**config.mk**
```make
export PLATFORM = sky130hd
export DESIGN_NAME = dual_reload_timers
export DESIGN_NICKNAME = d
export VERILOG_FILES = /design/src/dual_reload_timers_pkg.sv /design/src/dual_reload_timers.sv
export SDC_FILE = /design/constraint.sdc
export NUM_CORES = 1
export LEC_CHECK = 0
export BUFFER_PORTS_ARGS = -buffer_cell sky130_fd_sc_hd__buf_2
export CAP_MARGIN = 0
export CORE_UTILIZATION = 30
export DETAILED_ROUTE_END_ITERATION = 6
export PLACE_DENSITY_LB_ADDON = 0.12
export SYNTH_ARGS = -nofsm -noshare
export SYNTH_HDL_FRONTEND = slang
export SYNTH_SLANG_ARGS = --single-unit
```
**constraint.sdc**
```tcl
create_clock -name clk_i -period 4 [get_ports clk_i]
set_input_delay 0.2 -clock clk_i [delete_from_list [all_inputs] [get_ports clk_i]]
set_output_delay 0.2 -clock clk_i [all_outputs]
set_load 0.02 [all_outputs]
```
**src/dual_reload_timers_pkg.sv**
```systemverilog
// Functional notes
// - Timer0 overflow sets flag bit 4
// - Writing EFh clears only timer0 flag
// - Timer1 overflow sets flag bit 5
// - Writing DFh clears only timer1 flag
// - Halt bit 6 set freezes the count
// - Interrupt request equals enable AND pending
// - Timer0 source: pin or instruction clock
// - Edge select 0 counts rising pin edges
// - Edge select 1 counts falling pin edges
// - Divider 2^n for 0-7, 256 for 1xxx
// - Timer1 counts prescaled clock, reloads on wrap
// - Timer1 rate set by its divider only
// - Timer1 count readable and writable anytime
// - Overflow rate clk/2/ratio/(256-reload)
// - Timer0 reload loaded on each rollover
// - Timer1 reload supplies restart after overflow
// - Timer0 control/count write clears prescaler
// - Past FFh: take reload, set flag
// - Pin synchronised; levels exceed one cycle
`default_nettype none
package dual_reload_timers_pkg;

    // Register indices; byte address is four times the index
    localparam logic [5:0] IDX_TIMER0_COUNT   = 6'h01;
    localparam logic [5:0] IDX_IRQ_ENABLE     = 6'h0B;
    localparam logic [5:0] IDX_IRQ_FLAGS      = 6'h0C;
    localparam logic [5:0] IDX_TIMER0_RELOAD  = 6'h10;
    localparam logic [5:0] IDX_TIMER0_CONTROL = 6'h11;
    localparam logic [5:0] IDX_TIMER1_COUNT   = 6'h12;
    localparam logic [5:0] IDX_TIMER1_RELOAD  = 6'h13;
    localparam logic [5:0] IDX_TIMER1_CONTROL = 6'h14;

    // Field positions in control, enable and flag registers
    localparam int unsigned HALT_BIT     = 6;
    localparam int unsigned EDGE_BIT     = 5;
    localparam int unsigned SOURCE_BIT   = 4;
    localparam int unsigned T0_FLAG_BIT  = 4;
    localparam int unsigned T1_FLAG_BIT  = 5;

    // Values after reset and special constants
    localparam logic [7:0] RESET_BYTE   = 8'h00;
    localparam logic [7:0] COUNT_TOP    = 8'hFF;
    localparam logic [7:0] CLEAR_T0     = 8'hEF;
    localparam logic [7:0] CLEAR_T1     = 8'hDF;
    localparam logic [3:0] DIV_SHIFT    = 4'h8;

    // Control fields of one timer
    typedef struct packed {
        logic       halt;
        logic       edge_falling;
        logic       source_pin;
        logic [3:0] divider;
    } timer_ctrl_type;

    localparam timer_ctrl_type CTRL_RESET = '0;

endpackage : dual_reload_timers_pkg
`default_nettype wire

```
**src/dual_reload_timers.sv**
```systemverilog
`timescale 1ns/1ps
`default_nettype none
module dual_reload_timers #(
    parameter int unsigned ADDR_WIDTH = 8
) (
    input  wire logic                  clk_i,
    input  wire logic                  rst_i,
    input  wire logic                  cyc_i,
    input  wire logic                  stb_i,
    input  wire logic                  we_i,
    input  wire logic [ADDR_WIDTH-1:0] adr_i,
    input  wire logic [3:0]            sel_i,
    input  wire logic [31:0]           dat_i,
    output logic      [31:0]           dat_o,
    output logic                       ack_o,
    input  wire logic                  ext_count_pin_i,
    output logic                       timer0_irq_o,
    output logic                       timer1_irq_o
);

    // Bus handshake state
    logic              ack;          // Registered acknowledge
    logic [31:0]       rdata;        // Registered read data
    // Timer state, element 0 is timer0, element 1 is timer1
    logic [7:0]        count    [2]; // Running counts
    logic [7:0]        reload   [2]; // Restart values
    logic [7:0]        prescale [2]; // Internal prescaler counters
    dual_reload_timers_pkg::timer_ctrl_type ctrl [2]; // Control fields
    logic [1:0]        pending;      // Overflow flags
    logic [1:0]        irq_en;       // Interrupt enables
    logic [1:0]        step;         // Count advances this cycle
    logic [1:0]        wrap;         // Count wraps this cycle
    logic [1:0]        next_pending; // Flags after this cycle
    // Instruction clock and pin synchroniser
    logic              inst_tick;    // High every other clock
    logic              pin_meta;     // First synchroniser stage
    logic              pin_sync;     // Second synchroniser stage
    logic              pin_prev;     // Previous synchronised level
    logic              pin_edge;     // Selected edge seen

    // Decoded bus fields
    logic [5:0] idx;
    logic       wr_strobe;
    logic [7:0] wbyte;

    assign idx       = adr_i[7:2];
    // Writes land on the edge where the master samples ack high
    assign wr_strobe = cyc_i & stb_i & we_i & ack & sel_i[0];
    assign wbyte     = dat_i[7:0];

    // True when this cycle writes the register at index target
    function automatic logic write_hit(input logic [5:0] target);
        return wr_strobe && (idx == target);
    endfunction : write_hit

    // Prescaler mask: ratio minus one, 1xxx means full 256
    function automatic logic [7:0] divider_mask(input logic [3:0] code);
        logic [3:0] shift;
        shift = dual_reload_timers_pkg::DIV_SHIFT - {1'b0, code[2:0]};
        if (code[3]) begin
            return 8'hFF;
        end
        return 8'hFF >> shift;
    endfunction : divider_mask

    // Single-wait-state slave: ack one cycle after the request
    always_ff @(posedge clk_i) begin
        if (rst_i) begin
            ack <= 1'b0;
        end else begin
            ack <= cyc_i & stb_i & ~ack;
        end
    end

    // Read data captured together with ack; unmapped reads give zero
    always_ff @(posedge clk_i) begin
        if (rst_i) begin
            rdata <= 32'h0000_0000;
        end else if (cyc_i & stb_i & ~ack) begin
            rdata <= 32'h0000_0000;
            unique case (idx)
                dual_reload_timers_pkg::IDX_TIMER0_COUNT: begin
                    rdata[7:0] <= count[0];
                end
                dual_reload_timers_pkg::IDX_TIMER1_COUNT: begin
                    rdata[7:0] <= count[1];
                end
                dual_reload_timers_pkg::IDX_TIMER0_RELOAD: begin
                    rdata[7:0] <= reload[0];
                end
                dual_reload_timers_pkg::IDX_TIMER1_RELOAD: begin
                    rdata[7:0] <= reload[1];
                end
                dual_reload_timers_pkg::IDX_TIMER0_CONTROL: begin
                    rdata[6:0] <= ctrl[0];
                end
                dual_reload_timers_pkg::IDX_TIMER1_CONTROL: begin
                    rdata[6:0] <= ctrl[1];
                end
                dual_reload_timers_pkg::IDX_IRQ_ENABLE: begin
                    rdata[5:4] <= irq_en;
                end
                dual_reload_timers_pkg::IDX_IRQ_FLAGS: begin
                    rdata[5:4] <= pending;
                end
                default: begin
                    rdata <= 32'h0000_0000;
                end
            endcase
        end
    end

    assign ack_o = ack;
    assign dat_o = rdata;

    // Instruction clock: one enable pulse per two system clocks
    always_ff @(posedge clk_i) begin
        if (rst_i) begin
            inst_tick <= 1'b0;
        end else begin
            inst_tick <= ~inst_tick;
        end
    end

    // Pin sampled at instruction rate; short pulses may be missed
    always_ff @(posedge clk_i) begin
        if (rst_i) begin
            pin_meta <= 1'b0;
            pin_sync <= 1'b0;
            pin_prev <= 1'b0;
        end else if (inst_tick) begin
            pin_meta <= ext_count_pin_i;
            pin_sync <= pin_meta;
            pin_prev <= pin_sync;
        end
    end

    // Edge detector works on the second stage only
    always_comb begin
        if (ctrl[0].edge_falling) begin
            pin_edge = inst_tick & pin_prev & ~pin_sync;
        end else begin
            pin_edge = inst_tick & ~pin_prev & pin_sync;
        end
    end

    // One counter slice per timer; only timer0 may take the pin
    for (genvar i = 0; i < 2; i++) begin : g_timer
        localparam logic [5:0] CNT_IDX = (i == 0) ?
            dual_reload_timers_pkg::IDX_TIMER0_COUNT :
            dual_reload_timers_pkg::IDX_TIMER1_COUNT;
        localparam logic [5:0] RLD_IDX = (i == 0) ?
            dual_reload_timers_pkg::IDX_TIMER0_RELOAD :
            dual_reload_timers_pkg::IDX_TIMER1_RELOAD;
        localparam logic [5:0] CTL_IDX = (i == 0) ?
            dual_reload_timers_pkg::IDX_TIMER0_CONTROL :
            dual_reload_timers_pkg::IDX_TIMER1_CONTROL;

        logic       src_tick; // Prescaler input pulse
        logic [7:0] mask;     // Current divide mask

        // Timer1 is wired to the instruction clock alone
        if (i == 0) begin : g_src0
            assign src_tick = ctrl[0].source_pin ? pin_edge
                                                 : inst_tick;
        end else begin : g_src1
            assign src_tick = inst_tick;
        end

        assign mask    = divider_mask(ctrl[i].divider);
        // Advance once per full prescaler period while running
        assign step[i] = src_tick & ~ctrl[i].halt &
                         ((prescale[i] & mask) == mask);
        assign wrap[i] = step[i] &
                         (count[i] == dual_reload_timers_pkg::COUNT_TOP);

        // Prescaler restarts on control or count write for a clean period
        always_ff @(posedge clk_i) begin
            if (rst_i) begin
                prescale[i] <= dual_reload_timers_pkg::RESET_BYTE;
            end else if (write_hit(CNT_IDX) || write_hit(CTL_IDX)) begin
                prescale[i] <= dual_reload_timers_pkg::RESET_BYTE;
            end else if (src_tick && !ctrl[i].halt) begin
                prescale[i] <= prescale[i] + 8'h01;
            end
        end

        // Count: software write beats a simultaneous advance
        always_ff @(posedge clk_i) begin
            if (rst_i) begin
                count[i] <= dual_reload_timers_pkg::RESET_BYTE;
            end else if (write_hit(CNT_IDX)) begin
                count[i] <= wbyte;
            end else if (wrap[i]) begin
                count[i] <= reload[i];
            end else if (step[i]) begin
                count[i] <= count[i] + 8'h01;
            end
        end

        // Reload register
        always_ff @(posedge clk_i) begin
            if (rst_i) begin
                reload[i] <= dual_reload_timers_pkg::RESET_BYTE;
            end else if (write_hit(RLD_IDX)) begin
                reload[i] <= wbyte;
            end
        end

        // Control register; timer1 keeps no edge or source bits
        always_ff @(posedge clk_i) begin
            if (rst_i) begin
                ctrl[i] <= dual_reload_timers_pkg::CTRL_RESET;
            end else if (write_hit(CTL_IDX)) begin
                ctrl[i].halt    <= wbyte[dual_reload_timers_pkg::HALT_BIT];
                ctrl[i].divider <= wbyte[3:0];
                if (i == 0) begin
                    ctrl[i].edge_falling <=
                        wbyte[dual_reload_timers_pkg::EDGE_BIT];
                    ctrl[i].source_pin   <=
                        wbyte[dual_reload_timers_pkg::SOURCE_BIT];
                end else begin
                    ctrl[i].edge_falling <= 1'b0;
                    ctrl[i].source_pin   <= 1'b0;
                end
            end
        end
    end

    // Flag update: zeros clear, ones keep, overflow always wins
    always_comb begin
        next_pending = pending | wrap;
        if (write_hit(dual_reload_timers_pkg::IDX_IRQ_FLAGS)) begin
            next_pending = (pending &
                {wbyte[dual_reload_timers_pkg::T1_FLAG_BIT],
                 wbyte[dual_reload_timers_pkg::T0_FLAG_BIT]})
                | wrap;
        end
    end

    // Pending flags
    always_ff @(posedge clk_i) begin
        if (rst_i) begin
            pending <= 2'h0;
        end else begin
            pending <= next_pending;
        end
    end

    // Interrupt enables
    always_ff @(posedge clk_i) begin
        if (rst_i) begin
            irq_en <= 2'h0;
        end else if (write_hit(dual_reload_timers_pkg::IDX_IRQ_ENABLE)) begin
            irq_en <= {wbyte[dual_reload_timers_pkg::T1_FLAG_BIT],
                       wbyte[dual_reload_timers_pkg::T0_FLAG_BIT]};
        end
    end

    // Requests are levels held until the flag or the enable is cleared
    assign timer0_irq_o = irq_en[0] & pending[0];
    assign timer1_irq_o = irq_en[1] & pending[1];

    // Write hits as signals, so the checks see sampled values and
    // not whatever a function body would read after the edge
    logic hit_flags;  // Flag register written this cycle
    logic hit_t0_cnt; // Timer0 count written this cycle
    logic hit_t1_cnt; // Timer1 count written this cycle
    logic hit_t0_ctl; // Timer0 control written this cycle
    assign hit_flags  = write_hit(dual_reload_timers_pkg::IDX_IRQ_FLAGS);
    assign hit_t0_cnt = write_hit(dual_reload_timers_pkg::IDX_TIMER0_COUNT);
    assign hit_t1_cnt = write_hit(dual_reload_timers_pkg::IDX_TIMER1_COUNT);
    assign hit_t0_ctl = write_hit(dual_reload_timers_pkg::IDX_TIMER0_CONTROL);
endmodule : dual_reload_timers
`default_nettype wire

```
# After elaboration in Yosys (flattened, before gate mapping)
# Memories as Yosys holds them, arrays and structs flattened.
# Cells that the tools add are included.
# Widths: inputs -> output; s select.
[word_totals]
inputBits = 50
word_cells = 179
ramBits = 62
output_inout_bits = 35
register_bits = 17
memories = 4
[classes]
bitwise = 48
n_reduce_logical = 14
n_shift = 2
addsub = 6
n_mux = 85
eq_ne = 12
[mem_list]
columns = ["memory", "depth", "width", "read_ports", "rd_clocked_by_memory_dff", "write_ports", "line", "text"]
rows = [
  ["count", 2, 8, 2, 0, 2, "dual_reload_timers.sv:25", "logic [7:0] count [2];"],
  ["prescale", 2, 8, 2, 0, 2, "dual_reload_timers.sv:27", "logic [7:0] prescale [2];"],
  ["reload", 2, 8, 2, 0, 2, "dual_reload_timers.sv:26", "logic [7:0] reload [2];"],
  ["ctrl", 2, 7, 2, 0, 2, "dual_reload_timers.sv:28", "dual_reload_timers_pkg::timer_ctrl_type ctrl [2];"],
]
[ops]
columns = ["operator", "count"]
rows = [
  ["$mux 8", 16],
  ["$mux 1", 62],
  ["$add 8x1->8 const B", 4],
  ["$eq 6x5->1 const B", 5],
  ["$pmux 4 s6", 1],
  ["$or 1x1->1", 20],
  ["$and 1x1->1", 17],
  ["$and 8x8->8", 2],
  ["$eq 8x8->1", 2],
  ["$eq 8x8->1 const B", 2],
  ["$pmux 2 s8", 1],
  ["$shr 8x4->8 const A", 2],
  ["$eq 6x4->1 const B", 2],
  ["$logic_and 1x1->1", 10],
  ["$mux 4", 2],
  ["$sub 4x3->4 const A", 2],
  ["$eq 6x1->1 const B", 1],
  ["$not 1->1", 6],
  ["$pmux 1 s6", 1],
  ["$or 2x2->2", 2],
  ["$pmux 1 s4", 1],
  ["$and 2x2->2", 1],
  ["$logic_not 1->1", 2],
  ["$logic_or 1x1->1", 2],
  ["$mux 2", 1],
]

# Longest topological paths before layout
[depth]
word_depth = 14
ltp_mapped = 10
mapped_depth_nobuf = 9

# Least setup slack after synthesis
# Ideal clock, no wire load.
[synth_path]
path_kind = "reg-to-reg"
start = "memory ctrl[0][5] in the netlist's numbering"
end = "memory count[0][0], enable pin"
stages_incl_launch_ff = 6
setup_time_ns = 0.326
t_arrival_ns = 1.744
path_slack_ns = 1.929
n_path_buf = 1
synth_period_minus_slack_ns = 2.071
t_required_ns = 3.674
cell_sequence = "edfxtp_1 > or3b_1 > a311o_1 > a221oi_2 > buf_6 > a211o_1"
[synth_lines]
columns = ["element", "line"]
rows = [
  ["start, declared", "dual_reload_timers.sv:28"],
  ["end, declared", "dual_reload_timers.sv:25"],
]

==> flow_metrics.py <==
metrics = {
    "critical_path": {
        "reg2reg_depth": 7,
        "rrSetupSlack_ns": 1.48,
        "critical_path_peak_fanout": 8,
        "worst-setup-path-type": "flip-flop to flip-flop",
        "rr_startpoint": "ctrl[1][0]",
        "arrival_ns": 2.56,
        "worstReg2RegEnd": "count[1][2]",
        "worstSetupStartpointType": "flip-flop",
        "end_kind": "flip-flop",
        "cp_data_required_time_ns": 4.04,
    },
    "pwr": {
        "peakVddDrop_v": 0.000197,
        "p_sw_w": 0.000476,
        "p_sw_frac": 0.254,
        "seqPwrFrac": 0.499,
        "p_per_area_nw_per_um2": 361,
        "pwr-share-comb": 0.101,
        "p_int_w": 0.00139,
        "p_leak_nw": 1.91,
        "clock_power_share": 0.400,
    },
    "clocking": {
        "clock_latency_ns": 0.34,
        "cts-hold-fix-buffers": 0,
        "clk_pin_slew_worst_paths_ns": 0.05,
        "cts_made_buffers": 9,
        "cts_resized": 0,
        "cts_buffer_depth": 2,
        "postCtsSetupBuffers": 0,
        "root_buffer": "clkbuf_16",
        "cts_sinks": 77,
        "htree_levels": 3,
        "cts_tree": "built",
    },
    "yosys": {
        "synth_top_area_frac": 0.386,
        "yosys.cell_types.count": 66,
        "syn_inst": 440,
        "synth_warnings": 0,
        "async_reset_ff_frac": 0,
        "syn_avg_cell_area_um2": 10.6,
        "synth_flop_cell": "edfxtp_1",
        "yosysTopAreaCell": "edfxtp_1",
        "ys_ff_latch": 77,
        "yosysSeqAreaShare": 0.459,
        "synth_area_leaders": "edfxtp_1 39%, dfxtp_1 7.3%, and2_1 4.6%",
        "synth_area_um2": 4670,
        "synth_edf_count": 60,
    },
    "placed_design": {
        "port-buffer-count": 31,
        "hpwlAfterDp_um": 9430,
        "dp_cells": 645,
        "placed_cell_area_um2": 4910,
        "gp_congestion": 0.808,
    },
    "cells_and_area": {
        "syn_to_final_growth_pct": 10.9,
        "diodes": 0,
        "finalNonFillerCells": 661,
        "stdcell_area_um2": 5180,
        "layout_common_cells": "60 x edfxtp_1, 43 x nor2_1, 34 x and2_1, 31 x buf_2, 24 x conb_1",
        "fin_util": 0.341,
        "layout-drive-gt1-share": 0.144,
        "nets": 529,
        "final_common_cell": "edfxtp_1",
    },
    "routing": {
        "routed_via_density": 5.22,
        "first_iter_violations": 287,
        "ant_nets": 0,
        "detail_route.wl_per_cell_um": 19.0,
        "first_pass_iters": 5,
        "drc_errors": 0,
        "routed_wl_um": 12600,
        "via_count": 3451,
    },
    "grt": {
        "grt_pass1_wl_um": 19800,
        "antenna_found_initial": 1,
        "grt_use_total": 0.169,
        "grt_overflow": 0,
        "grt_pass1_vias": 3318,
        "grt_max_degree": 26,
    },
    "floorplan": {
        "dieArea_um2": 16100,
        "io_pins": 85,
        "rows": 45,
        "fp.dieH_um": 127,
        "start_util": 0.307,
        "fp.dieW_um": 127,
        "core_um2": 15200,
    },
    "sta": {
        "worst_pin_slew_ns": 1.14,
        "timing.fmax_ghz": 0.397,
        "finalCriticalPeriod_ns": 2.52,
        "finalSetupViolCount": 0,
        "maxSlewViolCount": 0,
        "slew_headroom": 0.234,
        "period_share": 0.630,
        "hold_viol": 0,
        "finalSetupTns_ns": 0,
        "fin_skew_ns": 0.00658,
        "rsz0062_at_grt": "no",
    },
    "run_status": {
        "status": "finished clean",
    },
    "flow_run": {
        "drv_cap": 0,
    },
    "hold_path": {
        "hp-start": "ext_count_pin_i",
        "min_to": "pin_meta",
        "worstHoldPathType": "input pin to flip-flop",
        "hold_path_depth": 3,
    },
}
## cells in the mapped netlist (3+ instances only)
master / count
xnor2_1: 11
xor2_1: 10
nor2b_1: 6
mux2i_1: 8
mux4_2: 7
and2_1: 34
o21ai_0: 11
nor2_1: 43
o21bai_1: 3
a22o_1: 14
dfxtp_1: 17
buf_1: 4
inv_1: 12
nor3_1: 8
a222oi_1: 5
buf_4: 25
nor4_1: 3
and3_1: 10
nand3_1: 21
nand2_1: 22
edfxtp_1: 60
ha_1: 11
a211oi_1: 10
buf_2: 6
a2111oi_1: 4
a21oi_1: 15
clkbuf_1: 5
nand2b_1: 5
## metrics by stage
stage | power [W] | setup slack [ns] | hold WS, ns
2_1_floorplan | 0.00108 | 1.93 | 0.343
3_3_place_gp | 0.00114 | 1.56 | 0.448
3_5_place_dp | 0.00114 | 1.49 | 0.451
4_1_cts | 0.00190 | 1.49 | 0.0913
5_1_grt | 0.00196 | 1.34 | 0.123
6_report | 0.00187 | 1.48 | 0.0995
## state kept, by name, summed over array words and instances (netlist names), 2 cells and up
register and cells:
count 16, prescale 16, reload 16, ctrl 12
dat_o 8, irq_en 2, pending 2
## layout make-up
| cell class | instances | area (um^2) |
|---|---|---|
| Sequential cell | 77 | 2140 |
| Clock buffer | 14 | 254 |
| Timing Repair Buffer | 35 | 185 |
| Clock inverter | 2 | 10.0 |
| Fill cell | 1555 | 10000 |
| Tap cell | 188 | 235 |
| Multi-Input combinational cell | 333 | 2310 |
| Inverter | 12 | 45.0 |
## how the worst max path moves through the flow
stage	to	from	slack [ns]	cells past startpoint
floorplan	count[0][0]	ctrl[0][5]	1.93	5
finish	count[1][2]	ctrl[1][0]	1.48	7
detailed placement	count[1][2]	ctrl[1][0]	1.49	7
global route	count[1][2]	ctrl[1][0]	1.34	7
CTS	count[1][2]	ctrl[1][0]	1.49	7
global placement	count[1][2]	ctrl[1][0]	1.56	7
## kinds of logic after synthesis
group,synth area share
mux,0.0533
compound gates,0.161
simple gates,0.192
xor+xnor,0.0394
flops,0.459
fa+ha+maj,0.0295
buf+inv,0.0659
other cells,0.000803
## worst max-delay path, stage by stage (launching register included)
cell and delay [ns]:
edfxtp_1 0.42, inv_1 0.10, ha_1 0.32, o22a_1 0.18
a31o_1 0.26, and2_1 0.20, a2bb2oi_1 0.60, a2111oi_1 0.14
## metal layers
| metal | up-vias | wire (um) | track usage |
|---|---|---|---|
| met5 | - | 0 | 0 |
| met4 | 0 | 107 | 0.0406 |
| li1 | 1669 | - | - |
| met1 | 1659 | 5890 | 0.229 |
| met3 | 7 | 801 | 0.0472 |
| met2 | 116 | 5780 | 0.266 |
## power by group through the flow
stage / logic (W) / registers (W) / clock network, W
2_1_floorplan: 0.000144 / 0.000940 / 0
3_3_place_gp: 0.000189 / 0.000949 / 0
3_5_place_dp: 0.000190 / 0.000949 / 0
4_1_cts: 0.000191 / 0.000932 / 0.000776
5_1_grt: 0.000210 / 0.000938 / 0.000810
6_report: 0.000190 / 0.000932 / 0.000748
No activity file was read; power rests on OpenSTA's default activity.
